===== config.mk =====
export PLATFORM = sky130hd
export DESIGN_NAME = tsac_core
export DESIGN_NICKNAME = d
export VERILOG_FILES = /design/src/design/tsac_pkg.sv /design/src/design/tsac_core.sv
export SDC_FILE = /design/constraint.sdc
export NUM_CORES = 1
export LEC_CHECK = 0
export ABC_AREA = 1
export BUFFER_PORTS_ARGS = -buffer_cell sky130_fd_sc_hd__buf_2
export CELL_PAD_IN_SITES_DETAIL_PLACEMENT = 1
export CELL_PAD_IN_SITES_GLOBAL_PLACEMENT = 1
export CORE_MARGIN = 2
export CORE_UTILIZATION = 30
export DETAILED_ROUTE_END_ITERATION = 7
export PLACE_DENSITY_LB_ADDON = 0.08
export SLEW_MARGIN = 25
export SYNTH_ARGS = -nofsm -noshare
export SYNTH_HDL_FRONTEND = slang
export SYNTH_SLANG_ARGS = --single-unit

===== constraint.sdc =====
create_clock -name clk_sys_i -period 5.9 [get_ports clk_sys_i]
set_input_delay 0.59 -clock clk_sys_i [delete_from_list [all_inputs] [get_ports clk_sys_i]]
set_output_delay 0.59 -clock clk_sys_i [all_outputs]
set_load 0.02 [all_outputs]

===== src/design/tsac_pkg.sv =====
/*
 * tsac_pkg: command codes, status codes, tag family codes and frame
 * constants for the tag select / seek / authenticate command interpreter.
 * Assumes byte-wide framed traffic from a host controller.
 */
package tsac_pkg;
    // frame bytes
    localparam logic [7:0] FRM_HEADER = 8'hFF;
    localparam logic [7:0] FRM_RSVD = 8'h00;
    localparam logic [7:0] CMD_LEN_MAX = 8'h09;
    localparam int CMD_BUF_N = 9;
    localparam int RSP_BUF_N = 18;
    // command codes
    localparam logic [7:0] CMD_SEEK = 8'h82;
    localparam logic [7:0] CMD_SELECT = 8'h83;
    localparam logic [7:0] CMD_AUTH = 8'h85;
    localparam logic [7:0] CMD_READ = 8'h86;
    // status and error codes
    localparam logic [7:0] ST_OK_PROG = 8'h4C;
    localparam logic [7:0] ST_NO_TAG = 8'h4E;
    localparam logic [7:0] ST_RF_OFF = 8'h55;
    localparam logic [7:0] ST_KEY_FMT = 8'h45;
    localparam logic [7:0] ST_RD_FAIL = 8'h46;
    // response lengths
    localparam logic [7:0] LEN_STATUS = 8'h02;
    localparam logic [7:0] LEN_SER4 = 8'h06;
    localparam logic [7:0] LEN_SER7 = 8'h09;
    localparam logic [7:0] LEN_READ = 8'h12;
    // tag type byte values
    localparam logic [7:0] TYPE_SER7 = 8'h01;
    localparam logic [7:0] TYPE_1K = 8'h02;
    localparam logic [7:0] TYPE_4K = 8'h03;
    localparam logic [7:0] TYPE_UNKNOWN = 8'hFF;
    // key type values
    localparam logic [7:0] KEY_DIRECT_A = 8'hAA;
    localparam logic [7:0] KEY_DIRECT_B = 8'hBB;
    localparam logic [7:0] KEY_TRANSPORT = 8'hFF;
    localparam logic [3:0] KEY_STORED_A = 4'h1;
    localparam logic [3:0] KEY_STORED_B = 4'h2;
    localparam logic [47:0] KEY_ALL_ONES = 48'hFFFFFFFFFFFF;
    // tag family reported by the rf front end
    typedef enum logic [1:0] {
        TSAC_FAM_UNKNOWN = 2'h0,
        TSAC_FAM_SER7 = 2'h1,
        TSAC_FAM_1K = 2'h2,
        TSAC_FAM_4K = 2'h3
    } tsac_fam_t;
    typedef enum logic [5:0] {
        S_IDLE = 6'b000001,
        S_SELW = 6'b000010,
        S_SEEK = 6'b000100,
        S_AUTHW = 6'b001000,
        S_READW = 6'b010000,
        S_SEND = 6'b100000
    } tsac_state_t;
endpackage


===== src/design/tsac_core.sv =====
/*
 * tsac_core: command interpreter for select, seek, authenticate and the
 * authentication gate of read block. Parses framed commands, drives the
 * rf front end request ports and emits framed responses.
 * Assumes rx bytes arrive one per valid cycle and the front end answers
 * each request with a one-cycle done pulse.
 */
`timescale 1ns/1ps
module tsac_core (
    input wire logic clk_sys_i,
    input wire logic rst_n_i,
    input wire logic rx_valid_i,
    input wire logic [7:0] rx_data_i,
    output logic tx_valid_o,
    output logic [7:0] tx_data_o,
    input wire logic tx_ready_i,
    output logic [7:0] rsp_len_o,
    input wire logic rf_on_i,
    output logic tag_sel_req_o,
    input wire logic tag_done_i,
    input wire logic tag_present_i,
    input wire tsac_pkg::tsac_fam_t tag_family_i,
    input wire logic [55:0] tag_uid_i,
    output logic [3:0] key_slot_o,
    input wire logic [47:0] key_store_i,
    input wire logic key_store_ok_i,
    output logic auth_req_o,
    output logic [7:0] auth_block_o,
    output logic auth_key_b_o,
    output logic [47:0] auth_key_o,
    input wire logic auth_done_i,
    input wire logic auth_ok_i,
    output logic rd_req_o,
    output logic [7:0] rd_block_o,
    input wire logic rd_done_i,
    input wire logic rd_ok_i,
    input wire logic [127:0] rd_data_i
);
    import tsac_pkg::*;

    logic [7:0] cmd_buf [0:CMD_BUF_N-1];
    logic [7:0] rsp_buf [0:RSP_BUF_N-1];
    logic [1:0] rx_pos;
    logic [7:0] rx_len;
    logic [7:0] rx_cnt;
    logic [7:0] rx_sum;
    logic pend;
    logic take;
    logic seek_arm;
    logic authed;
    logic [7:0] authed_blk;
    logic [4:0] tx_pos;
    logic [7:0] tx_sum;
    logic [7:0] rsp_len;
    logic [7:0] next_byte;
    tsac_state_t st;

    assign take = pend && (st == S_IDLE || st == S_SEEK);
    assign key_slot_o = cmd_buf[2][3:0];

    // serial left-aligned so byte k is always the k-th byte sent
    function automatic logic [7:0] uid_byte(input tsac_fam_t fam, input logic [55:0] uid,
                                            input int k);
        logic [55:0] s;
        s = (fam == TSAC_FAM_SER7) ? uid : {uid[31:0], 24'h000000};
        return s[55-8*k -: 8];
    endfunction

    function automatic logic [7:0] type_byte(input tsac_fam_t fam);
        unique case (fam)
            TSAC_FAM_SER7: return TYPE_SER7;
            TSAC_FAM_1K: return TYPE_1K;
            TSAC_FAM_4K: return TYPE_4K;
            default: return TYPE_UNKNOWN;
        endcase
    endfunction

    // frame parser; frames arriving while a command is pending are dropped
    always_ff @(posedge clk_sys_i) begin
        if (!rst_n_i) begin
            rx_pos <= 2'h0;
            rx_len <= 8'h00;
            rx_cnt <= 8'h00;
            rx_sum <= 8'h00;
            pend <= 1'b0;
            // cleared so key_slot_o is defined before the first frame
            for (int i = 0; i < CMD_BUF_N; i++) begin
                cmd_buf[i] <= 8'h00;
            end
        end else begin
            if (take) begin
                pend <= 1'b0;
            end
            if (rx_valid_i && !pend) begin
                unique case (rx_pos)
                    2'h0: rx_pos <= (rx_data_i == FRM_HEADER) ? 2'h1 : 2'h0;
                    2'h1: rx_pos <= (rx_data_i == FRM_RSVD) ? 2'h2 : 2'h0;
                    2'h2: begin
                        rx_len <= rx_data_i;
                        rx_sum <= rx_data_i;
                        rx_cnt <= 8'h00;
                        rx_pos <= (rx_data_i != 8'h00 && rx_data_i <= CMD_LEN_MAX) ? 2'h3 : 2'h0;
                    end
                    default: begin
                        if (rx_cnt == rx_len) begin
                            rx_pos <= 2'h0;
                            if (rx_data_i == rx_sum) begin
                                pend <= 1'b1;
                            end
                        end else begin
                            cmd_buf[rx_cnt[3:0]] <= rx_data_i;
                            rx_sum <= rx_sum + rx_data_i;
                            rx_cnt <= rx_cnt + 8'h01;
                        end
                    end
                endcase
            end
        end
    end

    always_comb begin
        if (tx_pos == 5'h00) begin
            next_byte = FRM_HEADER;
        end else if (tx_pos == 5'h01) begin
            next_byte = FRM_RSVD;
        end else if (tx_pos == 5'h02) begin
            next_byte = rsp_len;
        end else if (tx_pos == 5'(rsp_len + 8'h03)) begin
            next_byte = tx_sum;
        end else begin
            next_byte = rsp_buf[5'(tx_pos - 5'h03)];
        end
    end

    // command sequencing and response transmission
    always_ff @(posedge clk_sys_i) begin
        if (!rst_n_i) begin
            st <= S_IDLE;
            seek_arm <= 1'b0;
            authed <= 1'b0;
            authed_blk <= 8'h00;
            rsp_len <= 8'h00;
            rsp_len_o <= 8'h00;
            tx_pos <= 5'h00;
            tx_sum <= 8'h00;
            tx_valid_o <= 1'b0;
            tx_data_o <= 8'h00;
            tag_sel_req_o <= 1'b0;
            auth_req_o <= 1'b0;
            auth_block_o <= 8'h00;
            auth_key_b_o <= 1'b0;
            auth_key_o <= 48'h000000000000;
            rd_req_o <= 1'b0;
            rd_block_o <= 8'h00;
            for (int i = 0; i < RSP_BUF_N; i++) begin
                rsp_buf[i] <= 8'h00;
            end
        end else begin
            tag_sel_req_o <= 1'b0;
            auth_req_o <= 1'b0;
            rd_req_o <= 1'b0;
            unique case (st)
                S_IDLE, S_SEEK: begin
                    if (take) begin
                        // new command; a waiting seek is dropped here
                        seek_arm <= 1'b0;
                        rsp_len_o <= 8'h00;
                        rsp_len <= LEN_STATUS;
                        rsp_buf[0] <= cmd_buf[0];
                        tx_pos <= 5'h00;
                        tx_sum <= 8'h00;
                        st <= S_SEND;
                        if (cmd_buf[0] == CMD_SELECT) begin
                            authed <= 1'b0;
                            if (rf_on_i) begin
                                tag_sel_req_o <= 1'b1;
                                st <= S_SELW;
                            end else begin
                                rsp_buf[1] <= ST_RF_OFF;
                                rsp_len_o <= LEN_STATUS;
                            end
                        end else if (cmd_buf[0] == CMD_SEEK) begin
                            authed <= 1'b0;
                            seek_arm <= 1'b1;
                            rsp_buf[1] <= rf_on_i ? ST_OK_PROG : ST_RF_OFF;
                            rsp_len_o <= LEN_STATUS;
                        end else if (cmd_buf[0] == CMD_AUTH) begin
                            authed <= 1'b0;
                            auth_block_o <= cmd_buf[1];
                            auth_key_b_o <= cmd_buf[2] == KEY_DIRECT_B
                                || cmd_buf[2][7:4] == KEY_STORED_B;
                            auth_key_o <= {cmd_buf[3], cmd_buf[4], cmd_buf[5],
                                           cmd_buf[6], cmd_buf[7], cmd_buf[8]};
                            if (cmd_buf[2] == KEY_TRANSPORT) begin
                                auth_key_o <= KEY_ALL_ONES;
                            end else if (cmd_buf[2][7:4] == KEY_STORED_A
                                         || cmd_buf[2][7:4] == KEY_STORED_B) begin
                                auth_key_o <= key_store_i;
                            end
                            if ((cmd_buf[2][7:4] == KEY_STORED_A
                                 || cmd_buf[2][7:4] == KEY_STORED_B) && !key_store_ok_i) begin
                                rsp_buf[1] <= ST_KEY_FMT;
                                rsp_len_o <= LEN_STATUS;
                            end else begin
                                auth_req_o <= 1'b1;
                                st <= S_AUTHW;
                            end
                        end else if (cmd_buf[0] == CMD_READ) begin
                            if (authed && authed_blk == cmd_buf[1]) begin
                                rd_block_o <= cmd_buf[1];
                                rd_req_o <= 1'b1;
                                st <= S_READW;
                            end else begin
                                rsp_buf[1] <= ST_RD_FAIL;
                                rsp_len_o <= LEN_STATUS;
                            end
                        end else begin
                            // other commands belong to other blocks
                            st <= S_IDLE;
                        end
                    end else if (st == S_SEEK && rf_on_i && !tag_sel_req_o) begin
                        tag_sel_req_o <= 1'b1;
                        st <= S_SELW;
                    end
                end
                S_SELW: begin
                    if (tag_done_i) begin
                        tx_pos <= 5'h00;
                        tx_sum <= 8'h00;
                        if (tag_present_i) begin
                            rsp_len <= (tag_family_i == TSAC_FAM_SER7) ? LEN_SER7 : LEN_SER4;
                            rsp_len_o <= (tag_family_i == TSAC_FAM_SER7) ? LEN_SER7 : LEN_SER4;
                            rsp_buf[0] <= seek_arm ? CMD_SEEK : CMD_SELECT;
                            rsp_buf[1] <= type_byte(tag_family_i);
                            for (int k = 0; k < 7; k++) begin
                                rsp_buf[2+k] <= uid_byte(tag_family_i, tag_uid_i, k);
                            end
                            seek_arm <= 1'b0;
                            st <= S_SEND;
                        end else if (seek_arm) begin
                            st <= S_SEEK; // keep waiting
                        end else begin
                            rsp_buf[1] <= ST_NO_TAG;
                            rsp_len_o <= LEN_STATUS;
                            st <= S_SEND;
                        end
                    end
                end
                S_AUTHW: begin
                    if (auth_done_i) begin
                        authed <= auth_ok_i;
                        authed_blk <= auth_block_o;
                        rsp_buf[1] <= auth_ok_i ? ST_OK_PROG : (tag_present_i ? ST_RF_OFF : ST_NO_TAG);
                        rsp_len_o <= LEN_STATUS;
                        st <= S_SEND;
                    end
                end
                S_READW: begin
                    if (rd_done_i) begin
                        if (rd_ok_i) begin
                            rsp_len <= LEN_READ;
                            rsp_len_o <= LEN_READ;
                            rsp_buf[1] <= rd_block_o;
                            for (int k = 0; k < 16; k++) begin
                                rsp_buf[2+k] <= rd_data_i[127-8*k -: 8];
                            end
                        end else begin
                            rsp_buf[1] <= tag_present_i ? ST_RD_FAIL : ST_NO_TAG;
                            rsp_len_o <= LEN_STATUS;
                        end
                        st <= S_SEND;
                    end
                end
                S_SEND: begin
                    if (!tx_valid_o || tx_ready_i) begin
                        if (tx_pos == 5'(rsp_len + 8'h04)) begin
                            tx_valid_o <= 1'b0;
                            if (seek_arm) begin
                                rsp_len_o <= 8'h00;
                                st <= S_SEEK;
                            end else begin
                                st <= S_IDLE;
                            end
                        end else begin
                            tx_valid_o <= 1'b1;
                            tx_data_o <= next_byte;
                            if (tx_pos != 5'h00) begin
                                tx_sum <= tx_sum + next_byte;
                            end
                            tx_pos <= tx_pos + 5'h01;
                        end
                    end
                end
            endcase
        end
    end

    chk_sel_start: assert property (@(posedge clk_sys_i) disable iff (!rst_n_i)
        take && st == S_IDLE && cmd_buf[0] == CMD_SELECT && rf_on_i |=> tag_sel_req_o && st == S_SELW)
        else $error("select did not start");
    chk_sel_len: assert property (@(posedge clk_sys_i) disable iff (!rst_n_i)
        st == S_SELW && tag_done_i && tag_present_i
        |=> (rsp_len_o == LEN_SER4 || rsp_len_o == LEN_SER7) && st == S_SEND)
        else $error("select length wrong");
    chk_type_map: assert property (@(posedge clk_sys_i) disable iff (!rst_n_i)
        st == S_SELW && tag_done_i && tag_present_i && tag_family_i == TSAC_FAM_4K
        |=> rsp_buf[1] == TYPE_4K)
        else $error("tag type byte wrong");
    chk_ser7_len: assert property (@(posedge clk_sys_i) disable iff (!rst_n_i)
        st == S_SELW && tag_done_i && tag_present_i && tag_family_i == TSAC_FAM_SER7
        |=> rsp_len_o == LEN_SER7 && rsp_buf[8] == $past(tag_uid_i[7:0]))
        else $error("seven byte serial wrong");
    chk_rf_off: assert property (@(posedge clk_sys_i) disable iff (!rst_n_i)
        take && cmd_buf[0] == CMD_SELECT && !rf_on_i |=> rsp_buf[1] == ST_RF_OFF ##1 tx_valid_o)
        else $error("rf off select answer wrong");
    chk_seek_prog: assert property (@(posedge clk_sys_i) disable iff (!rst_n_i)
        take && cmd_buf[0] == CMD_SEEK && rf_on_i |=> rsp_buf[1] == ST_OK_PROG && seek_arm)
        else $error("seek progress answer wrong");
    chk_key_trans: assert property (@(posedge clk_sys_i) disable iff (!rst_n_i)
        take && cmd_buf[0] == CMD_AUTH && cmd_buf[2] == KEY_TRANSPORT
        |=> auth_req_o && auth_key_o == KEY_ALL_ONES && !auth_key_b_o)
        else $error("transport key wrong");
    chk_key_slot: assert property (@(posedge clk_sys_i) disable iff (!rst_n_i)
        take && cmd_buf[0] == CMD_AUTH && cmd_buf[2][7:4] == KEY_STORED_B && key_store_ok_i
        |=> auth_key_b_o && auth_key_o == $past(key_store_i))
        else $error("stored key b wrong");
    chk_read_gate: assert property (@(posedge clk_sys_i) disable iff (!rst_n_i)
        take && cmd_buf[0] == CMD_READ && !authed |=> !rd_req_o && rsp_buf[1] == ST_RD_FAIL)
        else $error("unauthenticated read passed");
    chk_busy_len: assert property (@(posedge clk_sys_i) disable iff (!rst_n_i)
        st == S_SEEK || st == S_AUTHW |-> rsp_len_o == 8'h00)
        else $error("length visible while busy");
    chk_hdr_first: assert property (@(posedge clk_sys_i) disable iff (!rst_n_i)
        st == S_SEND && tx_pos == 5'h01 && tx_valid_o |-> tx_data_o == FRM_HEADER)
        else $error("header byte wrong");

    cov_seek_found: cover property (@(posedge clk_sys_i) disable iff (!rst_n_i)
        st == S_SELW && seek_arm && tag_done_i && tag_present_i);
    cov_auth_ok: cover property (@(posedge clk_sys_i) disable iff (!rst_n_i)
        st == S_AUTHW && auth_done_i && auth_ok_i);
    cov_seek_abandon: cover property (@(posedge clk_sys_i) disable iff (!rst_n_i)
        st == S_SEEK && take);
endmodule


Word level (Yosys, flattened, before mapping)
Memories as Yosys holds them, arrays and structs flattened.
Cells that the tools add are included.
Widths: inputs -> output; s select.
{"block": "classes", "add_sub_neg": 7, "n_mul": 0, "n_div": 0, "n_lt_le_gt_ge": 1, "eq_ne": 42, "shift": 0, "muxes": 203, "n_bitwise": 43, "reduce_logical": 47}
{"op": "$mux 8", "n": 67}
{"op": "$mux 48", "n": 2}
{"op": "$mux 6", "n": 16}
{"op": "$mux 1", "n": 87}
{"op": "$pmux 8 s3", "n": 3}
{"op": "$eq 8x8->1 const B", "n": 7}
{"op": "$mux 56", "n": 1}
{"op": "$mux 5", "n": 8}
{"op": "$pmux 8 s5", "n": 1}
{"op": "$or 1x1->1", "n": 34}
{"op": "$pmux 8 s2", "n": 2}
{"op": "$pmux 6 s5", "n": 1}
{"op": "$eq 8x8->1", "n": 3}
{"op": "$ne 2x2->1 const B", "n": 11}
{"op": "$reduce_and 6->1", "n": 3}
{"op": "$add 8x8->8", "n": 2}
{"op": "$pmux 5 s3", "n": 1}
{"op": "$mux 2", "n": 7}
{"op": "$mux 4", "n": 3}
{"op": "$eq 5x5->1", "n": 2}
{"op": "$reduce_and 2->1", "n": 5}
{"op": "$reduce_and 5->1", "n": 2}
{"op": "$not 1->1", "n": 9}
{"op": "$add 8x1->8 const B", "n": 1}
{"op": "43 further kinds", "n": 65}
{"block": "totals", "reg_bits": 149, "latchBits": 0, "ram_bits": 216, "rom_bits": 0, "out_inout_bits": 89, "memories": 2}
{"name": "rsp_buf", "depth": 18, "word_bits": 8, "read_ports": 1, "rd_ports_with_merged_regs": 0, "wr": 18, "line": "tsac_core.sv:42", "source": "logic [7:0] rsp_buf [0:RSP_BUF_N-1];"}
{"name": "cmd_buf", "depth": 9, "word_bits": 8, "read_ports": 9, "rd_ports_with_merged_regs": 0, "wr": 9, "line": "tsac_core.sv:41", "source": "logic [7:0] cmd_buf [0:CMD_BUF_N-1];"}

Longest topological paths before layout
An unclocked memory read counts as a cell.
{"block": "depth", "ltp_word": 19, "depth_mapped": 27, "mapped_depth_nobuf": 26}

Least setup slack after synthesis
No wires, ideal clock.
{"block": "synth_timing", "path_type": "register -> register", "from": "register tx_pos[0]", "to": "register tx_sum[6]", "arrival_time_ps": 3418, "required_time_ps": 5768, "path_slack_ps": 2350, "path_stages_with_launch": 28, "path_buffers": 4, "cell_sequence": "dfxtp_1 -> inv_1 -> buf_2 -> buf_1 -> ha_1 -> buf_2 -> buf_2 -> nand3_1 -> nand3_1 -> nand3_1 -> nand2_1 -> nand2_1 -> nand3_1 -> nand3_1 -> nand2_1 -> nand2_1 -> ha_1 -> inv_1 -> fa_1 -> inv_1 -> nand3_1 -> nand2_1 -> nand2_1 -> nand2_1 -> a21oi_1 -> or2_2 -> nand3_1 -> a21oi_1"}
{"block": "synth_via", "elab_chain_cells": 11, "word_cells_on_any_way": 20, "classes_between": "2 x add/sub; 6 x eq/ne; 8 x mux; 3 x reduce/logical; 1 x memory"}
{"element": "from (decl)", "line": "tsac_core.sv:52", "source": "logic [4:0] tx_pos;"}
{"element": "from (signal assigned)", "line": "tsac_core.sv:290", "source": "tx_pos <= tx_pos + 5'h01;"}
{"element": "$sub 5x2->5", "line": "tsac_core.sv:131", "source": "next_byte = rsp_buf[5'(tx_pos - 5'h03)];"}
{"element": "$mem_v2 18x8"}
{"element": "$mux 8", "line": "tsac_core.sv:128", "source": "end else if (tx_pos == 5'(rsp_len + 8'h03)) begin"}
{"element": "$mux 8", "line": "tsac_core.sv:126", "source": "end else if (tx_pos == 5'h02) begin"}
{"element": "$mux 8", "line": "tsac_core.sv:124", "source": "end else if (tx_pos == 5'h01) begin"}
{"element": "$mux 8 (*)", "line": "tsac_core.sv:122", "source": "if (tx_pos == 5'h00) begin"}
{"element": "via next_byte[0]", "line": "tsac_core.sv:55", "source": "logic [7:0] next_byte;"}
{"element": "$add 8x8->8 (*)", "line": "tsac_core.sv:288", "source": "tx_sum <= tx_sum + next_byte;"}
{"element": "$mux 8 (*)", "line": "tsac_core.sv:287", "source": "if (tx_pos != 5'h00) begin"}
{"element": "$mux 8 (*)", "line": "tsac_core.sv:276", "source": "if (tx_pos == 5'(rsp_len + 8'h04)) begin"}
{"element": "$mux 8 (*)", "line": "tsac_core.sv:275", "source": "if (!tx_valid_o || tx_ready_i) begin"}
{"element": "$pmux 8 s3 (*)", "line": "tsac_core.sv:162", "source": "unique case (st)"}
{"element": "to (signal assigned)", "line": "tsac_core.sv:288"}
{"element": "to (decl)", "line": "tsac_core.sv:53", "source": "logic [7:0] tx_sum;"}
Mark *: on every way through the listed nets, which the timed path passes. The rest lies on a longest branch. The select of a mux whose other input is x is not followed.
A chain may end at the register's enable or synchronous reset.

Worst setup path after layout
Same ends and word-level chain as after synthesis.

==> impl_metrics.env <==
export IMPL_cts_root_buf="clkbuf_16"
export IMPL_arrival_ps=4930
export IMPL_rsz0062_at_grt="false"
export IMPL_gp_congestion=0.828
export IMPL_layout_nets=2815
export IMPL_worst_slack_ps=1400
export IMPL_grt_pass1_wl_mm=102
export IMPL_clock_skew_ps=19.6
export IMPL_crit_required_ps=6330
export IMPL_clk_path_buf_depth=3
export IMPL_relSlewSlack=0.348
export IMPL_route_detailed_drc=0
export IMPL_end_kind="flip-flop"
export IMPL_synth_ff_type="edfxtp_1"
export IMPL_holdPathStages=3
export IMPL_synth_seq_cells=357
export IMPL_hold_buffers=0
export IMPL_ir_worst_vdd_v=0.000192
export IMPL_dp_slack_ps=1390
export IMPL_wl_per_cell_um=19.9
export IMPL_cts_tree="built"
export IMPL_place_detailed_hpwl_mm=48.9
export IMPL_fmax_mhz=222
export IMPL_cts_clk_slew_worst_paths_ps=60
export IMPL_reg2reg_slack_ps=1400
export IMPL_post_cts_setup_buffer_count=0
export IMPL_synth_edf_count=216
export IMPL_postRouteWirelength_mm=66.5
export IMPL_fin_crit_ps=4500
export IMPL_dieArea_um2=63100
export IMPL_grt_antenna_before_repair=5
export IMPL_synthArstFlopShare=0
export IMPL_dieWidth_um=251
export IMPL_reg2reg_from="tx_pos[0]$_SDFFE_PN0P_"
export IMPL_cts_resized=0
export IMPL_cts_buffers=43
export IMPL_hold_start="rd_data_i[111]"
export IMPL_path_max_fanout=28
export IMPL_areaGrowthSynthToFinish_pct=20.0
export IMPL_r2r_cells=24
export IMPL_hold_violations=0
export IMPL_fp_row_count=90
export IMPL_clk_latency_ps=580
export IMPL_yosys_warnings=0
export IMPL_final_max_slew_violation_count=0
export IMPL_num_fill_cells=7332
export IMPL_netlist_area_um2=18300
export IMPL_setup_violations=0
export IMPL_vias=16300
export IMPL_io_buffers=339
export IMPL_final_common_cell="nand2_1"
export IMPL_coreArea_um2=60400
export IMPL_overflow=0
export IMPL_grt_max_degree=85
export IMPL_status="completed"
export IMPL_worst_setup_path_start_kind="flip-flop"
export IMPL_maxCapViolations=0
export IMPL_initial_utilization=0.304
export IMPL_critical_path_class="flip-flop to flip-flop"
export IMPL_grt_pass1_vias=17200
export IMPL_final_layout_size_suffix_gt1_frac=0.190
export IMPL_setup_tns_ps=0
export IMPL_final_cell_mix="nand2_1, buf_2, nor2_1"
export IMPL_io_pins=343
export IMPL_power_leakage_nw=9.90
export IMPL_vias_per_cell=4.87
export IMPL_synth_area_per_cell_um2=8.16
export IMPL_first_pass_iters=5
export IMPL_power_total_mw=6.90
export IMPL_whs_endpoint="rsp_buf[4][7]$_SDFFCE_PN0P_"
export IMPL_grt_use_total=0.209
export IMPL_syn_inst=2246
export IMPL_fp_dieH_um=251
export IMPL_ant_nets=0
export IMPL_r2r_end="tx_sum[6]$_SDFFE_PN0P_"
export IMPL_worst_slew_pin_slew_ps=979
export IMPL_ys_seq_area_frac=0.508
export IMPL_drt_iter0_drc=801
export IMPL_hp_class="primary input to flip-flop"
export IMPL_power_density_nw_per_um2=313
export IMPL_synth_distinct_cells=57
export IMPL_htree_num_levels=2
export IMPL_fin_crit_sh=0.763
export IMPL_clkSinkCount=357
## cells in the mapped netlist, types with 3 or more instances
cell type / instances / area (µm²)
nand3_2: 4 / 40.0
buf_1: 6 / 22.5
buf_4: 12 / 90.1
buf_2: 36 / 180
nor2_1: 335 / 1260
inv_1: 264 / 991
nand4_2: 3 / 37.5
nand4_1: 22 / 138
o21ai_1: 9 / 45.0
a22o_1: 17 / 149
inv_2: 8 / 30.0
o211ai_1: 12 / 90.1
nand2_1: 403 / 1510
dfxtp_1: 141 / 2820
edfxtp_1: 216 / 6490
ha_1: 29 / 363
nand2_4: 4 / 45.0
or2_2: 7 / 43.8
o31ai_1: 7 / 52.6
clkbuf_1: 63 / 236
a31oi_1: 7 / 43.8
nor2_4: 8 / 90.1
nand3_1: 172 / 861
xor2_1: 8 / 70.1
nor3_1: 35 / 175
clkinv_1: 4 / 15.0
o21ai_0: 177 / 886
nand2_2: 7 / 43.8
xnor2_1: 8 / 70.1
a21oi_1: 129 / 646
a211oi_1: 54 / 405
nor2_2: 7 / 43.8
## cells by family after synthesis
group | share of synthesized area
buffers and inverters | 0.0866
adders and majority gates | 0.0220
other | 0.000205
and+or+nand+nor | 0.244
DFF | 0.508
xor gates and xnor gates | 0.00942
AOI/OAI and AO/OA | 0.130
## layout make-up
class,count,area [µm²],share of cell area
Antenna cell,2,5.00,0.000227
Clock buffer,60,1180,0.0537
Clock inverter,20,176,0.00802
Inverter,277,1040,0.0474
Multi-Input combinational cell,1495,7480,0.340
Sequential cell,357,9310,0.423
Tap cell,782,978,0.0445
Timing Repair Buffer,356,1830,0.0830
## report_power, final
| part | total [mW] | leakage, nW | switching [mW] | internal (mW) |
|---|---|---|---|---|
| clock | 2.57 | 0.654 | 1.11 | 1.46 |
| combinational | 1.38 | 5.88 | 0.938 | 0.439 |
| sequential | 2.95 | 3.37 | 0.124 | 2.82 |
| total | 6.90 | 9.90 | 2.17 | 4.72 |
## sequential cells by signal, indices dropped and copies added (netlist names), 5 cells and up
register and cells:
auth_key_o 48, rd_block_o 8, authed_blk 8, rx_len 8, rx_sum 8, st 6
auth_block_o 8, rx_cnt 8, tx_data_o 8, cmd_buf 72, tx_pos 5, rsp_buf 144
tx_sum 8
## stage by stage
| stage | instance area [µm²] | hold WS, ps | util | cells |
|---|---|---|---|---|
| 5_1_grt | 22000 | 294 | 0.364 | 3348 |
| 3_3_place_gp | 20600 | 451 | 0.342 | 3267 |
| 3_5_place_dp | 20600 | 469 | 0.342 | 3267 |
| 2_1_floorplan | 18300 | 444 | - | 2248 |
| 4_1_cts | 22000 | 276 | 0.364 | 3347 |
| 6_report | 22000 | 303 | 0.365 | 3349 |
## layer usage
metal,global-route usage,share of wire,routed length (µm),up-vias
met5,0,0.00035,23,-
met4,0.0514,0.021,1410,4
met3,0.0313,0.034,2270,85
met2,0.374,0.50,33500,247
met1,0.262,0.44,29300,7962
li1,-,-,-,8019
## how the worst max path moves through the flow
| stage | from | endpoint | slack [ps] | depth (start not counted) |
|---|---|---|---|---|
| global placement | tx_pos[0]$_SDFFE_PN0P_ | tx_sum[6]$_SDFFE_PN0P_ | 1480 | 24 |
| CTS | tx_pos[0]$_SDFFE_PN0P_ | tx_sum[6]$_SDFFE_PN0P_ | 1380 | 24 |
| finish | tx_pos[0]$_SDFFE_PN0P_ | tx_sum[6]$_SDFFE_PN0P_ | 1400 | 24 |
| global route | tx_pos[0]$_SDFFE_PN0P_ | tx_sum[6]$_SDFFE_PN0P_ | 970 | 24 |
| detailed placement | tx_pos[0]$_SDFFE_PN0P_ | tx_sum[6]$_SDFFE_PN0P_ | 1390 | 24 |
| floorplan | tx_pos[0]$_SDFFE_PN0P_ | tx_sum[6]$_SDFFE_PN0P_ | 2350 | 27 |
## critical path, cell delays in order, from the launching register on
cell	delay [ps]
dfxtp_2	630
inv_2	70
ha_1	740
inv_2	440
nand3_1	190
nand3_1	80
nand3_1	160
nand2_1	80
nand2_1	110
nand3_1	100
nand3_1	80
nand2_1	80
nand2_1	60
ha_1	190
inv_1	70
fa_1	390
inv_1	100
nand3_1	70
nand2_1	100
nand2_1	70
nand2_1	60
a21oi_1	70
or2_2	270
nand3_1	80
a21oi_1	50
No activity file was read; power rests on OpenSTA's default activity.
